<file path="src/rtl/dua_pkg.sv">
// Shared constants and types for the dual serial channel host port.
package dua_pkg;
	localparam int CLK_PERIOD_NS  = 10;
	localparam int RESET_PULSE_NS = 40;
	localparam int RESET_PULSE_CYC =
		(RESET_PULSE_NS + CLK_PERIOD_NS - 1) / CLK_PERIOD_NS;
	localparam int RST_CNT_W = 3;
	localparam logic [RST_CNT_W-1:0] RST_CNT_FULL =
		RESET_PULSE_CYC[RST_CNT_W-1:0];

	localparam int NUM_CH     = 2;
	localparam int MEM_ADDR_W = 4;
	localparam int MEM_DEPTH  = 16;

	localparam logic [2:0] OFS_HOLDING      = 3'h0;
	localparam logic [2:0] OFS_INT_ENABLE   = 3'h1;
	localparam logic [2:0] OFS_ENH_FEATURE  = 3'h2;
	localparam logic [2:0] OFS_MODEM_CTRL   = 3'h4;
	localparam logic [2:0] OFS_MODEM_STATUS = 3'h6;
	localparam logic [2:0] OFS_IR_CONFIG    = 3'h7;

	localparam int MCR_DTR      = 0;
	localparam int MCR_RTS      = 1;
	localparam int MCR_OP2      = 3;
	localparam int MCR_IR       = 6;
	localparam int EFR_AUTO_RTS = 6;
	localparam int EFR_AUTO_CTS = 7;
	localparam int IER_RX       = 0;
	localparam int IER_TX       = 1;
	localparam int IRC_RX_INV   = 0;
	localparam int MSR_CTS      = 4;
	localparam int MSR_DSR      = 5;
	localparam int MSR_RI       = 6;
	localparam int MSR_CD       = 7;

	localparam logic [7:0] REG_RESET = 8'h00;

	typedef enum logic [2:0] {
		DUA_IDLE  = 3'b001,
		DUA_READ  = 3'b010,
		DUA_WRITE = 3'b100
	} dua_bus_state_t;
endpackage

</file>
<file path="src/rtl/dua_mem_if.sv">
// Port between the bus logic and the register storage memory.
`timescale 1ns/1ps
`default_nettype none
interface dua_mem_if;
	logic                      wr_en;
	logic [3:0]                wr_addr;
	logic [7:0]                wr_data;
	logic [3:0]                rd_addr;
	logic [7:0]                rd_data;
	modport ctrl (output wr_en, output wr_addr, output wr_data,
		output rd_addr, input rd_data);
	modport mem (input wr_en, input wr_addr, input wr_data,
		input rd_addr, output rd_data);
endinterface
`default_nettype wire

</file>
<file path="src/rtl/dua_reg_mem.sv">
// Byte storage for both channels' plain read/write registers.
`timescale 1ns/1ps
`default_nettype none
module dua_reg_mem (
	input  wire logic  ref_clk,
	input  wire logic  rst_b,
	dua_mem_if.mem     port
);
	logic [7:0] store [dua_pkg::MEM_DEPTH];

	genvar i;
	generate
		for (i = 0; i < dua_pkg::MEM_DEPTH; i++) begin : g_ent
			always_ff @(posedge ref_clk) begin
				if (!rst_b) begin
					store[i] <= dua_pkg::REG_RESET;
				end else if (port.wr_en &&
						port.wr_addr == 4'(i)) begin
					store[i] <= port.wr_data;
				end
			end
		end
	endgenerate

	always_ff @(posedge ref_clk) begin
		if (!rst_b) begin
			port.rd_data <= dua_pkg::REG_RESET;
		end else begin
			port.rd_data <= store[port.rd_addr];
		end
	end
endmodule // dua_reg_mem
`default_nettype wire

</file>
<file path="src/rtl/dua_host_port.sv">
// Host bus port and per-channel pin control of the dual serial device.
`timescale 1ns/1ps
`default_nettype none
module dua_host_port (
	input  wire logic        ref_clk,
	input  wire logic        rst_b,
	input  wire logic        bus_mode_strobe,
	input  wire logic        reset_pin,
	input  wire logic [2:0]  addr,
	input  wire logic [7:0]  data_in,
	output logic      [7:0]  data_out,
	output logic             data_oe_n,
	input  wire logic        read_strobe_n,
	input  wire logic        write_strobe_n,
	input  wire logic        channel_a_select_n,
	input  wire logic        channel_b_select_n,
	output logic             channel_a_irq_out,
	output logic             channel_a_irq_oe_n,
	output logic             channel_b_irq_out,
	output logic             channel_b_irq_oe_n,
	output logic             channel_a_output_port2_n,
	output logic             channel_b_output_port2_n,
	output logic             channel_a_tx_ready_n,
	output logic             channel_b_tx_ready_n,
	output logic             channel_a_rx_ready_n,
	output logic             channel_b_rx_ready_n,
	output logic             channel_a_serial_out,
	output logic             channel_b_serial_out,
	input  wire logic        channel_a_serial_in,
	input  wire logic        channel_b_serial_in,
	output logic             channel_a_request_to_send_n,
	output logic             channel_b_request_to_send_n,
	input  wire logic        channel_a_clear_to_send_n,
	input  wire logic        channel_b_clear_to_send_n,
	output logic             channel_a_terminal_ready_n,
	output logic             channel_b_terminal_ready_n,
	input  wire logic        channel_a_set_ready_n,
	input  wire logic        channel_b_set_ready_n,
	input  wire logic        channel_a_carrier_detect_n,
	input  wire logic        channel_b_carrier_detect_n,
	input  wire logic        channel_a_ring_indicator_n,
	input  wire logic        channel_b_ring_indicator_n,
	input  wire logic [1:0]  tx_taken,
	input  wire logic [1:0]  tx_busy,
	input  wire logic [1:0]  tx_bit,
	output logic      [15:0] tx_byte,
	output logic      [1:0]  tx_allowed,
	input  wire logic [1:0]  rx_push,
	input  wire logic [15:0] rx_byte,
	output logic      [1:0]  rx_line
);
	dua_pkg::dua_bus_state_t state;
	dua_pkg::dua_bus_state_t next_state;

	logic [dua_pkg::RST_CNT_W-1:0] rst_cnt;
	logic        pin_rst_active;
	logic        int_rst;
	logic        mem_rst_b;
	logic        rd_q;
	logic        wr_q;
	logic        cs_q;
	logic        sel_q;
	logic [7:0]  data_q;
	logic        sel_a;
	logic        sel_b;
	logic        access_sel;
	logic        live_chan;
	logic        start_read;
	logic        start_write;
	logic        end_read;
	logic        end_write;
	logic        commit;
	logic        acc_chan;
	logic [2:0]  acc_addr;
	logic        rd_chan;
	logic [2:0]  rd_addr;
	logic [7:0]  read_value;
	logic [1:0]  irq_req;
	logic [1:0]  pin_serial_in;
	logic [1:0]  pin_cts_n;
	logic [1:0]  pin_dsr_n;
	logic [1:0]  pin_cd_n;
	logic [1:0]  pin_ri_n;
	logic [1:0]  irq_out;
	logic [1:0]  irq_oe_n;
	logic [1:0]  op2_n;
	logic [1:0]  tx_rdy_n;
	logic [1:0]  rx_rdy_n;
	logic [1:0]  ser_out;
	logic [1:0]  rts_n;
	logic [1:0]  dtr_n;
	logic [15:0] ch_rd_val;

	dua_mem_if mem_bus ();

	dua_reg_mem u_mem (
		.ref_clk (ref_clk),
		.rst_b   (mem_rst_b),
		.port    (mem_bus)
	);

	// The pin reset only counts once it has been held long enough, so a
	// glitch on the pin cannot clear the channels.
	always_comb begin
		pin_rst_active = bus_mode_strobe ? reset_pin : !reset_pin;
		int_rst = !rst_b ||
			(pin_rst_active && rst_cnt == dua_pkg::RST_CNT_FULL);
		// The pin reset clears the plain storage too, not only the flops.
		mem_rst_b = !int_rst;
	end

	always_ff @(posedge ref_clk) begin
		if (!rst_b || !pin_rst_active) begin
			rst_cnt <= '0;
		end else if (rst_cnt != dua_pkg::RST_CNT_FULL) begin
			rst_cnt <= rst_cnt + 1'b1;
		end
	end

	always_ff @(posedge ref_clk) begin
		if (int_rst) begin
			rd_q   <= 1'b1;
			wr_q   <= 1'b1;
			cs_q   <= 1'b1;
			sel_q  <= 1'b0;
			data_q <= dua_pkg::REG_RESET;
		end else begin
			rd_q   <= read_strobe_n;
			wr_q   <= write_strobe_n;
			cs_q   <= channel_a_select_n;
			sel_q  <= access_sel;
			data_q <= data_in;
		end
	end

	// Bus style decode; the read strobe is not looked at in line mode.
	// The style pad is pulled up, so a floating pin lands in strobe style.
	always_comb begin
		sel_a = !channel_a_select_n;
		sel_b = !channel_b_select_n;
		if (bus_mode_strobe) begin
			access_sel  = sel_a || sel_b;
			live_chan   = sel_b && !sel_a;
			start_read  = rd_q && !read_strobe_n && access_sel;
			start_write = wr_q && !write_strobe_n && access_sel;
			end_read    = read_strobe_n || !access_sel;
			end_write   = !wr_q && write_strobe_n;
		end else begin
			access_sel  = sel_a;
			live_chan   = channel_b_select_n;
			start_read  = cs_q && sel_a && write_strobe_n;
			start_write = cs_q && sel_a && !write_strobe_n;
			end_read    = !sel_a;
			end_write   = !cs_q && !sel_a;
		end
		commit = (state == dua_pkg::DUA_WRITE) && end_write && sel_q;
	end

	always_comb begin
		next_state = state;
		case (state)
			dua_pkg::DUA_IDLE: begin
				if (start_read) begin
					next_state = dua_pkg::DUA_READ;
				end else if (start_write) begin
					next_state = dua_pkg::DUA_WRITE;
				end
			end
			dua_pkg::DUA_READ: begin
				if (end_read) begin
					next_state = dua_pkg::DUA_IDLE;
				end
			end
			dua_pkg::DUA_WRITE: begin
				if (end_write || !sel_q) begin
					next_state = dua_pkg::DUA_IDLE;
				end
			end
			default: begin
				next_state = dua_pkg::DUA_IDLE;
			end
		endcase
	end

	always_ff @(posedge ref_clk) begin
		if (int_rst) begin
			state <= dua_pkg::DUA_IDLE;
		end else begin
			state <= next_state;
		end
	end

	always_ff @(posedge ref_clk) begin
		if (int_rst) begin
			acc_chan <= 1'b0;
			acc_addr <= 3'h0;
		end else if (state == dua_pkg::DUA_IDLE &&
				(start_read || start_write)) begin
			acc_chan <= live_chan;
			acc_addr <= addr;
		end
	end

	// The storage read port is registered, so the byte offered at the
	// strobe edge relies on the address settling a cycle before it.
	always_comb begin
		rd_chan = (state == dua_pkg::DUA_IDLE) ? live_chan : acc_chan;
		rd_addr = (state == dua_pkg::DUA_IDLE) ? addr : acc_addr;
		read_value = rd_chan ? ch_rd_val[15:8] : ch_rd_val[7:0];
		mem_bus.rd_addr = {rd_chan, rd_addr};
		mem_bus.wr_en   = commit;
		mem_bus.wr_addr = {acc_chan, acc_addr};
		mem_bus.wr_data = data_q;
	end

	always_ff @(posedge ref_clk) begin
		if (int_rst) begin
			data_out <= dua_pkg::REG_RESET;
		end else if (next_state == dua_pkg::DUA_READ) begin
			data_out <= read_value;
		end
	end

	assign data_oe_n = (state != dua_pkg::DUA_READ);

	assign pin_serial_in = {channel_b_serial_in, channel_a_serial_in};
	assign pin_cts_n = {channel_b_clear_to_send_n, channel_a_clear_to_send_n};
	assign pin_dsr_n = {channel_b_set_ready_n, channel_a_set_ready_n};
	assign pin_cd_n  = {channel_b_carrier_detect_n, channel_a_carrier_detect_n};
	assign pin_ri_n  = {channel_b_ring_indicator_n, channel_a_ring_indicator_n};

	genvar ch;
	generate
		for (ch = 0; ch < dua_pkg::NUM_CH; ch++) begin : g_ch
			logic [7:0] ier;
			logic [7:0] enhanced_feature_reg;
			logic [7:0] modem_control_reg;
			logic [7:0] ircfg;
			logic [7:0] tx_hold;
			logic [7:0] rx_hold;
			logic [7:0] msr;
			logic       tx_full;
			logic       rx_full;
			logic       wr_here;
			logic       rd_hold;

			assign wr_here = commit && acc_chan == 1'(ch);
			assign rd_hold = start_read && state == dua_pkg::DUA_IDLE &&
				live_chan == 1'(ch) && addr == dua_pkg::OFS_HOLDING;

			always_ff @(posedge ref_clk) begin
				if (int_rst) begin
					ier   <= dua_pkg::REG_RESET;
					enhanced_feature_reg   <= dua_pkg::REG_RESET;
					modem_control_reg   <= dua_pkg::REG_RESET;
					ircfg <= dua_pkg::REG_RESET;
				end else if (wr_here) begin
					case (acc_addr)
						dua_pkg::OFS_INT_ENABLE:  ier   <= data_q;
						dua_pkg::OFS_ENH_FEATURE: enhanced_feature_reg   <= data_q;
						dua_pkg::OFS_MODEM_CTRL:  modem_control_reg   <= data_q;
						dua_pkg::OFS_IR_CONFIG:   ircfg <= data_q;
						default: ;
					endcase
				end
			end

			// A new byte arriving in the cycle it is taken keeps the flag set.
			always_ff @(posedge ref_clk) begin
				if (int_rst) begin
					tx_full <= 1'b0;
					tx_hold <= dua_pkg::REG_RESET;
				end else if (wr_here && acc_addr == dua_pkg::OFS_HOLDING) begin
					tx_full <= 1'b1;
					tx_hold <= data_q;
				end else if (tx_taken[ch]) begin
					tx_full <= 1'b0;
				end
			end

			always_ff @(posedge ref_clk) begin
				if (int_rst) begin
					rx_full <= 1'b0;
					rx_hold <= dua_pkg::REG_RESET;
				end else if (rx_push[ch]) begin
					rx_full <= 1'b1;
					rx_hold <= rx_byte[ch*8 +: 8];
				end else if (rd_hold) begin
					rx_full <= 1'b0;
				end
			end

			always_comb begin
				msr = 8'h00;
				msr[dua_pkg::MSR_CTS] = !pin_cts_n[ch];
				msr[dua_pkg::MSR_DSR] = !pin_dsr_n[ch];
				msr[dua_pkg::MSR_RI]  = !pin_ri_n[ch];
				msr[dua_pkg::MSR_CD]  = !pin_cd_n[ch];
				case (rd_addr)
					dua_pkg::OFS_HOLDING:      ch_rd_val[ch*8 +: 8] = rx_hold;
					dua_pkg::OFS_INT_ENABLE:   ch_rd_val[ch*8 +: 8] = ier;
					dua_pkg::OFS_ENH_FEATURE:  ch_rd_val[ch*8 +: 8] = enhanced_feature_reg;
					dua_pkg::OFS_MODEM_CTRL:   ch_rd_val[ch*8 +: 8] = modem_control_reg;
					dua_pkg::OFS_MODEM_STATUS: ch_rd_val[ch*8 +: 8] = msr;
					dua_pkg::OFS_IR_CONFIG:    ch_rd_val[ch*8 +: 8] = ircfg;
					default: ch_rd_val[ch*8 +: 8] = mem_bus.rd_data;
				endcase
			end

			assign irq_req[ch] = (ier[dua_pkg::IER_RX] && rx_full) ||
				(ier[dua_pkg::IER_TX] && !tx_full);
			assign tx_allowed[ch] =
				!(enhanced_feature_reg[dua_pkg::EFR_AUTO_CTS] && pin_cts_n[ch]);

			always_ff @(posedge ref_clk) begin
				if (int_rst) begin
					tx_byte[ch*8 +: 8] <= dua_pkg::REG_RESET;
					tx_rdy_n[ch] <= 1'b0;
					rx_rdy_n[ch] <= 1'b1;
					ser_out[ch]  <= 1'b1;
					rx_line[ch]  <= 1'b1;
					rts_n[ch]    <= 1'b1;
					dtr_n[ch]    <= 1'b1;
					op2_n[ch]    <= 1'b1;
				end else begin
					tx_byte[ch*8 +: 8] <= tx_hold;
					tx_rdy_n[ch] <= tx_full;
					rx_rdy_n[ch] <= !rx_full;
					if (modem_control_reg[dua_pkg::MCR_IR]) begin
						ser_out[ch] <= tx_busy[ch] && !tx_bit[ch];
						rx_line[ch] <= pin_serial_in[ch] ^
							ircfg[dua_pkg::IRC_RX_INV];
					end else begin
						ser_out[ch] <= !tx_busy[ch] || tx_bit[ch];
						rx_line[ch] <= pin_serial_in[ch];
					end
					// Automatic control only ever withdraws a request software made.
					rts_n[ch] <= !modem_control_reg[dua_pkg::MCR_RTS] ||
						(enhanced_feature_reg[dua_pkg::EFR_AUTO_RTS] && rx_full);
					dtr_n[ch] <= !modem_control_reg[dua_pkg::MCR_DTR];
					op2_n[ch] <= !modem_control_reg[dua_pkg::MCR_OP2];
				end
			end
		end
	endgenerate

	// Line mode shares one open-drain request on the channel A pin.
	always_ff @(posedge ref_clk) begin
		if (int_rst) begin
			irq_out  <= 2'h0;
			irq_oe_n <= 2'h3;
		end else if (bus_mode_strobe) begin
			irq_out  <= irq_req;
			irq_oe_n <= {!g_ch[1].modem_control_reg[dua_pkg::MCR_OP2],
				!g_ch[0].modem_control_reg[dua_pkg::MCR_OP2]};
		end else begin
			irq_out  <= 2'h0;
			irq_oe_n <= {1'b1, !(irq_req[0] || irq_req[1])};
		end
	end

	assign channel_a_irq_out = irq_out[0];
	assign channel_b_irq_out = irq_out[1];
	assign channel_a_irq_oe_n = irq_oe_n[0];
	assign channel_b_irq_oe_n = irq_oe_n[1];
	assign channel_a_output_port2_n = op2_n[0];
	assign channel_b_output_port2_n = op2_n[1];
	assign channel_a_tx_ready_n = tx_rdy_n[0];
	assign channel_b_tx_ready_n = tx_rdy_n[1];
	assign channel_a_rx_ready_n = rx_rdy_n[0];
	assign channel_b_rx_ready_n = rx_rdy_n[1];
	assign channel_a_serial_out = ser_out[0];
	assign channel_b_serial_out = ser_out[1];
	assign channel_a_request_to_send_n = rts_n[0];
	assign channel_b_request_to_send_n = rts_n[1];
	assign channel_a_terminal_ready_n = dtr_n[0];
	assign channel_b_terminal_ready_n = dtr_n[1];
endmodule // dua_host_port
`default_nettype wire

</file>
<file path="config.mk">
export PLATFORM = sky130hd
export DESIGN_NAME = dua_host_port
export DESIGN_NICKNAME = d
export VERILOG_FILES = /design/src/rtl/dua_pkg.sv /design/src/rtl/dua_mem_if.sv /design/src/rtl/dua_reg_mem.sv /design/src/rtl/dua_host_port.sv
export SDC_FILE = /design/constraint.sdc
export NUM_CORES = 1
export LEC_CHECK = 0
export ABC_AREA = 0
export BUFFER_PORTS_ARGS = -buffer_cell sky130_fd_sc_hd__buf_2
export CORE_MARGIN = 1
export CORE_UTILIZATION = 32
export CTS_CLUSTER_DIAMETER = 100
export DETAILED_ROUTE_END_ITERATION = 6
export GPL_TIMING_DRIVEN = 0
export PLACE_DENSITY = 0.51
export SLEW_MARGIN = 20
export SYNTH_ARGS = -nofsm -noshare
export SYNTH_HDL_FRONTEND = slang
export SYNTH_SLANG_ARGS = --single-unit
</file>
<file path="constraint.sdc">
create_clock -name ref_clk -period 2.2 [get_ports ref_clk]
set_input_delay 0.22 -clock ref_clk [delete_from_list [all_inputs] [get_ports ref_clk]]
set_output_delay 0.22 -clock ref_clk [all_outputs]
set_load 0.005 [all_outputs]
</file>
**After elaboration in Yosys (flattened, before gate mapping)**

Memory sizes are Yosys's and may differ from the RTL's. A register that Yosys moved wholly into a read port is not among the register bits.
Cells that the tools add are included.

- Add/subtract/negate cells: 1
- Equality and inequality tests: 31
- Muxes and demuxes: 95
- Bitwise gates (word level): 21
- Reductions and logical operators: 115

Operators by type and width:

| cell | count |
|---|---|
| $mux 8 | 17 |
| $pmux 8 s6 | 2 |
| $mux 1 | 70 |
| $logic_and 1x1->1 | 49 |
| $logic_not 1->1 | 36 |
| $eq 4x4->1 const B | 8 |
| $eq 3x3->1 const B | 7 |
| $eq 4x3->1 const B | 4 |
| $or 1x1->1 | 16 |
| $reduce_and 2->1 | 8 |
| $mux 3 | 5 |
| $logic_or 1x1->1 | 13 |
| $eq 3x2->1 const B | 4 |
| $eq 3x1->1 const B | 3 |
| $logic_not 3->1 | 3 |
| $pmux 3 s3 | 1 |
| $eq 4x2->1 const B | 2 |
| $reduce_bool 2->1 | 4 |
| $eq 4x1->1 const B | 1 |
| $logic_not 4->1 | 1 |
| $add 3x1->3 const B | 1 |
| $ne 3x2->1 const B | 1 |
| $ne 3x3->1 const B | 1 |
| $not 1->1 | 3 |
| other kinds (2) | 3 |

- Bits in registers: 164
- RAM bits: 128
- Bits of input ports: 53
- Output and inout port bits: 45
- Word-level logic and storage cells: 309
- Memories: 1

Memories:

| memory | depth | width | read ports | clocked after Yosys merged registers in | write ports | RTL line | RTL |
|---|---|---|---|---|---|---|---|
| u_mem.store | 16 | 8 | 1 | 1 | 16 | dua_reg_mem.sv:9 | `logic [7:0] store [dua_pkg::MEM_DEPTH];` |

**Longest topological paths before layout**

Gate-level depths: netlist of the first run.

- Depth in word-level cells: 10
- Gate-level depth with buffers: 10
- Gate-level depth less buffers: 8

**Cells and area by module**

Synthesis of the first run repeated with hierarchy kept, for this count alone.

- Cell total of the unflattened synthesis: 1,201
- Area total of the unflattened synthesis: 13,242.7 sq um

Modules (own cells, without submodules):

| module | times used | cells each | area each (sq um) | sequential area each (sq um) |
|---|---|---|---|---|
| dua_host_port | 1 | 745 | 7,050.5 | 3,283.1 |
| dua_reg_mem | 1 | 456 | 6,192.2 | 4,003.8 |

**Worst setup path before layout of the first run**

OpenSTA, ideal clock, no wires.

- Kind: register to register
- From: register state[1]
- To: memory u_mem.store[14][0], enable pin
- Library setup time: 0.384 ns
- Arrival time: 1.796 ns
- Data required time: 1.816 ns
- Path slack: 0.020 ns
- Cell stages (with the launch flop): 7
- Path buffers: 2
- Clock period less this slack: 2.180 ns
- Cell sequence: dfxtp_1 buf_6 and4bb_2 o211ai_1 or2_0 clkbuf_1 o21ai_0

RTL lines:

| element | RTL line | RTL |
|---|---|---|
| start: declaration | dua_host_port.sv:52 | `dua_pkg::dua_bus_state_t state;` |
| start signal: assignment | dua_host_port.sv:187 | `state <= dua_pkg::DUA_IDLE;` |
| start signal: assignment | dua_host_port.sv:189 | `state <= next_state;` |
| end: declaration | dua_reg_mem.sv:9 |  |

**Worst setup path after layout of the first run**

- From: register state[1]
- To: register data_out[2]

- Word-level cells in the longest chain between the ends: 5
- Elaborated cells on any way between the ends: 20
- Those cells by class: 9 x eq/ne; 10 x mux; 1 x reduce/logical

Ends and longest elaborated chain:

| element | RTL line | RTL |
|---|---|---|
| $eq 3x1->1 | dua_host_port.sv:161, dua_host_port.sv:207, dua_host_port.sv:208 |  |
| $mux 3 | dua_host_port.sv:208 | `rd_addr = (state == dua_pkg::DUA_IDLE) ? addr : acc_addr;` |
| $eq 3x3->1, or another cell as far along | dua_host_port.sv:299 | `case (rd_addr)` |
| $pmux 8 s6 | dua_host_port.sv:299 |  |
| $mux 8 | dua_host_port.sv:209 | `read_value = rd_chan ? ch_rd_val[15:8] : ch_rd_val[7:0];` |
| end signal: assignment | dua_host_port.sv:218 | `data_out <= dua_pkg::REG_RESET;` |
| end signal: assignment | dua_host_port.sv:220 | `data_out <= read_value;` |
| end: declaration | dua_host_port.sv:11 | `output logic [7:0] data_out,` |

Parallel ways exist; a longest one is shown, timed or not.
A chain may end at the register's enable or synchronous reset.

==> results.py, run 1 <==
metrics = {
    "outcome": {
        "run_status": "finished with violations",
        "violations": "setup timing",
    },
    "sta": {
        "finalCriticalPeriod_ns": 2.30,
        "finalHoldViolCount": 0,
        "whs_ns": 0.0198,
        "max_freq_mhz": 435,
        "rsz0062_at_grt": "true",
        "relSlewSlack": 0.316,
        "finalCritPeriodShare": 1.05,
        "worst_slack_ns": -0.100,
        "tightest_slew_ns": 1.03,
        "drv_slew": 0,
        "setup_viol": 11,
        "skew_ns": 0.0230,
    },
    "place": {
        "dp_hpwl_um": 31700,
        "dp.cells": 1753,
        "port-buffer-count": 94,
        "gp_congestion": 0.949,
    },
    "detailed_routing": {
        "drtIter0Drc": 848,
        "post_drt_wl_per_cell_um": 23.9,
        "drc": 0,
        "drt-total-wl_um": 45300,
        "via_count": 10000,
        "avgViaCountPerCell": 5.28,
        "dr.pass1.iters": 5,
        "final_antenna_net_count": 0,
    },
    "worst_setup_path": {
        "critPathTopFamily": "compound AO/OA/AOI/OAI gates",
        "crit_path_end": "data_out[2]",
        "setup.worst_path.start": "state[1]",
        "crit_chain": "nor3b_4 -> buf_6 -> buf_6 -> mux2_4 -> buf_12 -> mux2i_4 -> o22ai_1 -> o211ai_1 -> a31oi_1",
        "cp.depth": 9,
        "crit_path_top_delay_cell": "o211ai_1",
        "r2r_setup_slack_ns": -0.10,
        "required_ns": 2.58,
        "critPathMostFrequentCell": "buf_6",
        "rr_endpoint": "data_out[2]",
        "cpPeakStageDelay_ns": 0.41,
        "cp_max_fo": 10,
        "startpoint_type": "flop",
        "ff2ff_path_depth": 9,
        "end_kind": "flop",
        "r2r_start": "state[1]",
        "crit_type": "reg -> reg",
        "path_buf_inv": 3,
        "critPathArrivalTime_ns": 2.69,
    },
    "yosys": {
        "netlist_area_um2": 12500,
        "ys_seq_area_frac": 0.582,
        "ys_types": 68,
        "synthArstFlopShare": 0,
        "synth_cells": 1139,
        "ys.flop_type": "dfxtp_1",
        "syn_avg_cell_area_um2": 11.0,
        "syn-num-nets": 1194,
        "yosys.area.top_type": "edfxtp_1",
        "yosysTopAreaCellShare": 0.307,
        "yosys_warnings": 0,
        "synthTopCellsByArea": "edfxtp_1, dfxtp_1, and2_1",
        "synth_edf_count": 128,
        "synth-seq-cells": 300,
    },
    "finish": {
        "postLayoutCoreUtil": 0.428,
        "fin_nets": 1407,
        "final_cells": 1897,
        "multi_input_area_um2": 5480,
        "layout.area.seq_um2": 7300,
        "registers.top_by_ff_count": "u_mem.store",
        "area_delta_synth_final_pct": 32.3,
        "nFillCells": 3696,
        "final_layout_size_suffix_gt1_frac": 0.289,
        "largest_register_ffs": 128,
    },
    "global_routing": {
        "grt_pass1_wl_um": 64400,
        "gr-total-overflow": 0,
        "met2_usage": 0.338,
        "use_met3": 0.0444,
        "grt_max_degree": 14,
        "grt-busiest-layer": "met2",
        "grt_pass1_vias": 9638,
        "grt_usage": 0.227,
        "antenna_found_initial": 3,
        "grt.met1_usage": 0.322,
    },
    "clocking": {
        "cts.reportedPaths.clkPinSlew_ns": 0.06,
        "root_buffer": "clkbuf_16",
        "cts_made_buffers": 35,
        "htree_levels": 2,
        "clockBufferDepth": 3,
        "cts_tree": "yes",
        "cts_sinks": 300,
        "clock_latency_ns": 0.54,
    },
    "die": {
        "dieArea_um2": 39900,
        "row_count": 72,
        "core_area_um2": 38600,
        "ios": 98,
        "start_util": 0.324,
        "die_height_um": 200,
        "die_x_um": 200,
    },
    "power": {
        "p_leak_nw": 6.72,
        "power_density_nw_per_um2": 871,
        "peakVddDrop_v": 0.000631,
    },
    "worst_hold_path": {
        "hold_path_startpoint": "tx_busy[0]",
        "holdCritPathClass": "in -> reg",
    },
    "job": {
        "maxCapViolations": 0,
    },
}
==> per-stage QoR <==
step | total power (W) | TNS (ns) | area (um^2) | setup WS, ns
2_1_floorplan | 0.00721 | 0 | 12500 | 0.0203
3_3_place_gp | 0.00799 | -245.51 | 13600 | -1.49
3_5_place_dp | 0.00800 | -243.71 | 13700 | -1.36
4_1_cts | 0.0143 | -7.76 | 16200 | -0.165
5_1_grt | 0.0148 | -1.85 | 16600 | -0.166
6_report | 0.0144 | -0.635 | 16600 | -0.100
==> synthesized netlist by cell type, types with 4 or more instances <==
| library cell | instances |
|---|---|
| nor2_1 | 66 |
| a222oi_1 | 4 |
| a221o_1 | 20 |
| mux2_2 | 10 |
| nand3_1 | 18 |
| dfxtp_1 | 172 |
| a221oi_1 | 16 |
| nor3_1 | 9 |
| o21ai_0 | 24 |
| nand2_1 | 104 |
| edfxtp_1 | 128 |
| a22oi_1 | 12 |
| mux2i_1 | 49 |
| buf_1 | 5 |
| a21o_1 | 40 |
| o22ai_1 | 15 |
| and2_1 | 153 |
| o211ai_1 | 7 |
| a22o_1 | 42 |
| a31oi_1 | 7 |
| nor3b_1 | 10 |
| a21oi_1 | 37 |
| inv_1 | 23 |
| xor2_1 | 5 |
| nand2b_1 | 14 |
| o21a_1 | 4 |
| o21ai_1 | 13 |
| buf_2 | 15 |
| clkbuf_1 | 55 |
==> how the worst min path moves through the flow <==
| stage | endpoint | slack, ns | depth (start not counted) |
|---|---|---|---|
| floorplan | sel_q | 0.31 | 1 |
| global placement | channel_a_request_to_send_n | 0.41 | 1 |
| detailed placement | channel_a_terminal_ready_n | 0.41 | 1 |
| CTS | channel_a_serial_out | 0.02 | 4 |
| global route | channel_a_serial_out | 0.06 | 4 |
| finish | channel_a_serial_out | 0.02 | 4 |
==> worst reg2reg max path, delay by kind of cell, from the launching register on <==
family,cells,cell delay (ns)
AO/OA/AOI/OAI,3,0.65
buffers and inverters,3,0.45
flip-flops,1,0.36
multiplexers,2,0.50
AND/OR/NAND/NOR,1,0.19
==> final cells by class <==
type                    count  share of cell area
diodes                      1            0.000151
plain buffers              73              0.0356
clock buffers              43              0.0565
clock inverters            20              0.0108
inverters                  23             0.00673
multi-input cells         735               0.331
flip-flops and latches    300               0.441
well taps                 518              0.0391
repair buffers            184              0.0791
==> layout by cell type, fill, tap and decap left out, types with 11 or more instances in the layout <==
cell type      instances
a21o_1                40
a21oi_1               31
a221o_1               20
a22o_1                42
and2_1               153
buf_2                105
buf_4                 45
buf_6                 13
clkbuf_1              28
clkbuf_16             37
clkbuf_8              11
clkinv_2              11
dfxtp_1              169
dlygate4sd3_1         32
edfxtp_1             128
inv_1                 14
mux2i_1               37
mux2i_4               11
nand2_1               98
nand2b_1              11
nand3_1               17
nor2_1                44
nor2_2                11
nor2_4                11
o21ai_0               11
o21ai_1               16
==> where the power goes <==
group          switching, W  leakage, nW  internal (W)
combinational       0.00154         3.45       0.00107
sequential         0.000115         2.72       0.00598
clock               0.00241        0.551       0.00329
==> cell families (layout without fill, tap and decap cells) <==
kind of cell / count (synthesis) / in the layout / share of synthesized area
fa+ha+maj: 2 / 2 / 0.00200
compound gates: 264 / 264 / 0.155
buf+inv: 104 / 343 / 0.0352
mux: 62 / 62 / 0.0530
simple gates: 399 / 399 / 0.167
flops: 300 / 300 / 0.582
xor+xnor: 8 / 8 / 0.00560
other cells: 0 / 1 / 0
==> routing by layer <==
metal / vias up / part of all wire
met5: - / 0.00035
met4: 2 / 0.040
met3: 111 / 0.089
met2: 472 / 0.43
met1: 4870 / 0.44
li1: 4556 / -
==> repair_timing <==
action                                 in CTS  in global routing
pin swaps                                  35                 28
buffers inserted                           41                 14
endpoints found under the hold margin      36                  0
cloned                                      2                  0
hold buffers                               32                  0
setup endpoints to repair                 407                275
resized for setup                         210                 68
Power figures use the tool's default switching activity.
==> run 2, diff against run 1 <==
--- a/config.mk
+++ b/config.mk
@@ -12,7 +12,7 @@
 export CTS_CLUSTER_DIAMETER = 100
 export DETAILED_ROUTE_END_ITERATION = 6
 export GPL_TIMING_DRIVEN = 0
-export PLACE_DENSITY = 0.51
+export PLACE_DENSITY = 0.62
 export SLEW_MARGIN = 20
 export SYNTH_ARGS = -nofsm -noshare
 export SYNTH_HDL_FRONTEND = slang
==> results.py, run 2 (synthesis gave the netlist of run 1 again) <==
metrics = {
    "die": {
        "ios": 98,
        "die_x_um": 200,
        "row_count": 72,
        "core_area_um2": 38600,
        "die_height_um": 200,
        "start_util": 0.324,
        "dieArea_um2": 39900,
    },
    "clocking": {
        "clock_latency_ns": 0.54,
        "cts_sinks": 300,
        "htree_levels": 2,
        "cts_tree": "yes",
        "cts.reportedPaths.clkPinSlew_ns": 0.06,
        "root_buffer": "clkbuf_16",
        "cts_made_buffers": 34,
        "clockBufferDepth": 3,
    },
    "power": {
        "power_frac_seq": 0.421,
        "pwr-share-clk": 0.391,
        "p_leak_nw": 6.77,
        "power_density_nw_per_um2": 867,
        "power.internal_w": 0.0104,
        "p_comb_frac": 0.188,
        "peakVddDrop_v": 0.000563,
        "switching_share": 0.279,
        "power.switching_w": 0.00403,
    },
    "global_routing": {
        "grt_pass1_vias": 9862,
        "antenna_found_initial": 1,
        "grt_max_degree": 15,
        "grt_usage": 0.220,
        "grt_pass1_wl_um": 63200,
        "gr-total-overflow": 0,
    },
    "finish": {
        "postLayoutCoreUtil": 0.432,
        "largest_register_ffs": 128,
        "nFillCells": 3633,
        "registers.top_by_ff_count": "u_mem.store",
        "final_cell_mix": "dfxtp_1, and2_1, edfxtp_1, buf_2, nand2_1",
        "area_delta_synth_final_pct": 33.4,
        "n_antenna_cell": 0,
        "final_cells": 1895,
        "final_common_cell": "dfxtp_1",
        "fin_nets": 1408,
        "final_layout_size_suffix_gt1_frac": 0.291,
        "layout.area.seq_um2": 7300,
        "multi_input_area_um2": 5570,
        "fin_area_um2": 16700,
    },
    "detailed_routing": {
        "drc": 0,
        "via_count": 10200,
        "post_drt_wl_per_cell_um": 23.2,
        "avgViaCountPerCell": 5.37,
        "drtIter0Drc": 914,
        "final_antenna_net_count": 0,
        "drt-total-wl_um": 43900,
        "dr.pass1.iters": 6,
    },
    "place": {
        "dp.cells": 1751,
        "port-buffer-count": 94,
        "gp_congestion": 0.957,
        "place_area_um2": 13600,
        "dp_hpwl_um": 30900,
    },
    "worst_setup_path": {
        "end_kind": "flop",
        "critPathArrivalTime_ns": 2.75,
        "required_ns": 2.59,
        "crit_type": "reg -> reg",
        "startpoint_type": "flop",
        "cp_max_fo": 8,
    },
    "sta": {
        "rsz0062_at_grt": "true",
        "worst_slack_ns": -0.161,
        "setup_viol": 10,
        "skew_ns": 0.0320,
        "max_freq_mhz": 424,
        "tightest_slew_ns": 0.971,
        "finalCriticalPeriod_ns": 2.36,
        "whs_ns": 0.00975,
        "finalCritPeriodShare": 1.07,
        "drv_slew": 0,
        "finalHoldViolCount": 0,
        "relSlewSlack": 0.353,
    },
    "outcome": {
        "run_status": "finished with violations",
        "violations": "setup timing",
    },
    "job": {
        "maxCapViolations": 0,
    },
    "worst_hold_path": {
        "holdCritPathClass": "in -> reg",
    },
}
-- run 2: cell types whose count changed in the layout (fill, tap and decap cells not counted), sizes merged --
cell	previous run	this run
bufinv	2	1
clkbuf	90	91
diode	1	0
dlygate4sd3	32	31
clkinv	13	7
buf	178	183
clkinvlp	9	7
inv	19	22
-- run 2: per-stage QoR --
stage	total power, W	TNS (ns)	setup slack, ns
after global routing	0.0149	-1.80	-0.173
final	0.0145	-0.890	-0.161
after CTS	0.0141	-1.17	-0.143
after global placement	0.00794	-215.56	-1.37
after floorplan	0.00721	0	0.0203
after detailed placement	0.00796	-224.36	-1.30
-- run 2: final cells by class --
| cell class | instances | share of cell area |
|---|---|---|
| Sequential cell | 300 | 0.437 |
| Multi-Input combinational cell | 735 | 0.334 |
| Timing Repair Buffer | 187 | 0.0821 |
| Clock buffer | 46 | 0.0592 |
| Tap cell | 518 | 0.0388 |
| Buffer | 72 | 0.0348 |
| Clock inverter | 14 | 0.00809 |
| Inverter | 23 | 0.00622 |
-- run 2: layer usage --
layer  part of all wire  routed length, um  GRT usage  vias to the layer above
li1                   -                  -          -                     4551
met4              0.032               1410     0.0797                        2
met1               0.42              18400      0.300                     5049
met2               0.45              19600      0.337                      486
met5            0.00025                 11          0                        -
met3               0.10               4480     0.0545                       89
-- run 2: path summary, 6_finish.rpt --
path	endpoint	depth (start not counted)	slack, ns	startpoint
worst max-delay path	u_mem.port.rd_data[2]	8	-0.16	state[2]
worst min-delay path	channel_a_serial_out	4	0.01	tx_busy[0]
worst max register to register	u_mem.port.rd_data[2]	8	-0.16	state[2]
worst min register to register	channel_a_terminal_ready_n	1	0.42	g_ch[0].modem_control_reg[0]
-- run 2: power groups by stage --
stage                     clock network, W  registers (W)  logic, W
final                              0.00566        0.00609   0.00273
after global routing               0.00594        0.00611   0.00283
after global placement                   0        0.00619   0.00175
after CTS                          0.00571        0.00609   0.00234
after floorplan                          0        0.00615   0.00106
after detailed placement                 0        0.00620   0.00176
-- run 2: what timing repair did --
item                                    4_1_cts  5_1_grt
endpoints found under the setup margin      399      300
hold buffers                                 31        0
gates resized for setup                     216       90
cloned                                        0        2
buffers inserted                             32       28
pin swaps                                    36       44
endpoints found under the hold margin        32        0
-- run 2: worst max-delay path, stage by stage (launching register included) --
cell     delay [ns]
dfxtp_4        0.36
nor3b_4        0.25
buf_6          0.21
mux2_4         0.37
buf_8          0.15
buf_12         0.12
a221o_1        0.36
o22ai_2        0.25
o22ai_2        0.13
==> run 3, diff against run 2 <==
==> constraint.sdc (replaced) <==
create_clock -name ref_clk -period 2.2 [get_ports ref_clk]
set_input_delay 0.44 -clock ref_clk [delete_from_list [all_inputs] [get_ports ref_clk]]
set_output_delay 0.44 -clock ref_clk [all_outputs]
set_load 0.005 [all_outputs]
==> results.py, run 3 (synthesis gave the netlist of run 1 again) <==
metrics = {
    "outcome": {
        "run_status": "finished with violations",
        "violations": "setup timing",
    },
    "clocking": {
        "hold_buffers": 0,
        "clock_latency_ns": 0.52,
        "root_buffer": "clkbuf_16",
        "cts.reportedPaths.clkPinSlew_ns": 0.06,
        "cts_tree": "yes",
        "clockBufferDepth": 3,
        "htree_levels": 2,
        "cts_sinks": 300,
        "cts_made_buffers": 34,
    },
    "finish": {
        "nFillCells": 3631,
        "registers.top_by_ff_count": "u_mem.store",
        "final_common_cell": "dfxtp_1",
        "final_cells": 1847,
        "largest_register_ffs": 128,
        "n_antenna_cell": 0,
        "area_delta_synth_final_pct": 27.6,
        "final_cell_mix": "dfxtp_1, and2_1, edfxtp_1, buf_2, nand2_1",
        "postLayoutCoreUtil": 0.413,
        "final_layout_size_suffix_gt1_frac": 0.272,
        "fin_nets": 1359,
        "multi_input_area_um2": 5380,
        "layout.area.seq_um2": 7300,
    },
    "detailed_routing": {
        "dr.pass1.iters": 5,
        "avgViaCountPerCell": 5.44,
        "final_antenna_net_count": 0,
        "via_count": 10000,
        "drtIter0Drc": 954,
        "drc": 0,
        "post_drt_wl_per_cell_um": 23.6,
        "drt-total-wl_um": 43500,
    },
    "worst_setup_path": {
        "end_kind": "flop",
        "crit_type": "reg -> reg",
        "cp_max_fo": 5,
        "required_ns": 2.57,
        "startpoint_type": "flop",
        "critPathArrivalTime_ns": 2.73,
    },
    "sta": {
        "rsz0062_at_grt": "true",
        "skew_ns": 0.0181,
        "worst_slack_ns": -0.159,
        "relSlewSlack": 0.317,
        "tightest_slew_ns": 1.02,
        "drv_slew": 0,
        "max_freq_mhz": 424,
        "setup_viol": 14,
        "finalHoldViolCount": 0,
        "finalCriticalPeriod_ns": 2.36,
        "finalCritPeriodShare": 1.07,
    },
    "global_routing": {
        "grt_pass1_wl_um": 61900,
        "grt_usage": 0.216,
        "grt_max_degree": 15,
        "antenna_found_initial": 4,
        "grt_pass1_vias": 9468,
        "gr-total-overflow": 0,
    },
    "die": {
        "start_util": 0.324,
        "ios": 98,
        "core_area_um2": 38600,
        "die_height_um": 200,
        "dieArea_um2": 39900,
        "die_x_um": 200,
        "row_count": 72,
    },
    "place": {
        "dp_hpwl_um": 30800,
        "port-buffer-count": 94,
        "gp_congestion": 0.967,
        "dp.cells": 1752,
    },
    "worst_hold_path": {
        "holdCritPathClass": "in -> reg",
    },
    "power": {
        "p_leak_nw": 6.50,
        "peakVddDrop_v": 0.000579,
        "power_density_nw_per_um2": 879,
    },
    "job": {
        "maxCapViolations": 0,
    },
}
## run 3: through the flow
step / setup TNS (ns) / hold WS, ns / total power, W / worst slack [ns] / instance area, um^2
final: -1.22 / 0.118 / 0.0140 / -0.159 / 16000
after global routing: -2.28 / 0.115 / 0.0144 / -0.202 / 16000
after CTS: -0.551 / 0.110 / 0.0138 / -0.148 / 15700
after detailed placement: -289.92 / 0.403 / 0.00795 / -1.37 / 13600
after global placement: -277.32 / 0.397 / 0.00794 / -1.55 / 13600
after floorplan: -0.222 / 0.372 / 0.00721 / -0.0138 / 12500
## run 3: power breakdown
part / switching [W] / internal (W)
registers: 0.000118 / 0.00598
logic: 0.00146 / 0.000962
clock network: 0.00235 / 0.00317
total: 0.00393 / 0.0101
## run 3: repair_timing
action | CTS | global route
hold endpoints to repair | 0 | 0
gates cloned | 1 | 0
gates resized for setup | 202 | 51
setup buffers | 26 | 16
endpoints found under the setup margin | 399 | 219
pin swaps | 19 | 26
## run 3: final timing paths
path / start / endpoint / slack, ns / cells past startpoint
setup / recovery: state[2] / data_out[2] / -0.16 / 8
hold / removal: data_in[7] / data_q[7] / 0.12 / 2
hold reg to reg: g_ch[0].modem_control_reg[0] / channel_a_terminal_ready_n / 0.41 / 1
setup reg to reg: state[2] / data_out[2] / -0.16 / 8
## run 3: layout make-up
type                    count  share of cell area
clock inverters            18             0.00933
plain buffers              73              0.0341
clock buffers              43              0.0586
inverters                  23             0.00627
well taps                 518              0.0406
multi-input cells         735               0.337
repair buffers            137              0.0568
flip-flops and latches    300               0.457
## run 3: metal layers
layer  share of wire  GRT usage  up-vias
met1            0.42      0.284     4979
met5         0.00094     0.0148        -
li1                -          -     4449
met3            0.11     0.0684       90
met2            0.45      0.332      516
met4           0.030     0.0766        6
## run 3: critical path: stages, from the launching register on
cell and delay [ns]:
dfxtp_4 0.37, or3b_4 0.45, buf_12 0.16, mux2_4 0.34, buf_12 0.15, a22oi_2 0.24, nand4_1 0.13, o211ai_1 0.25
a31oi_1 0.14
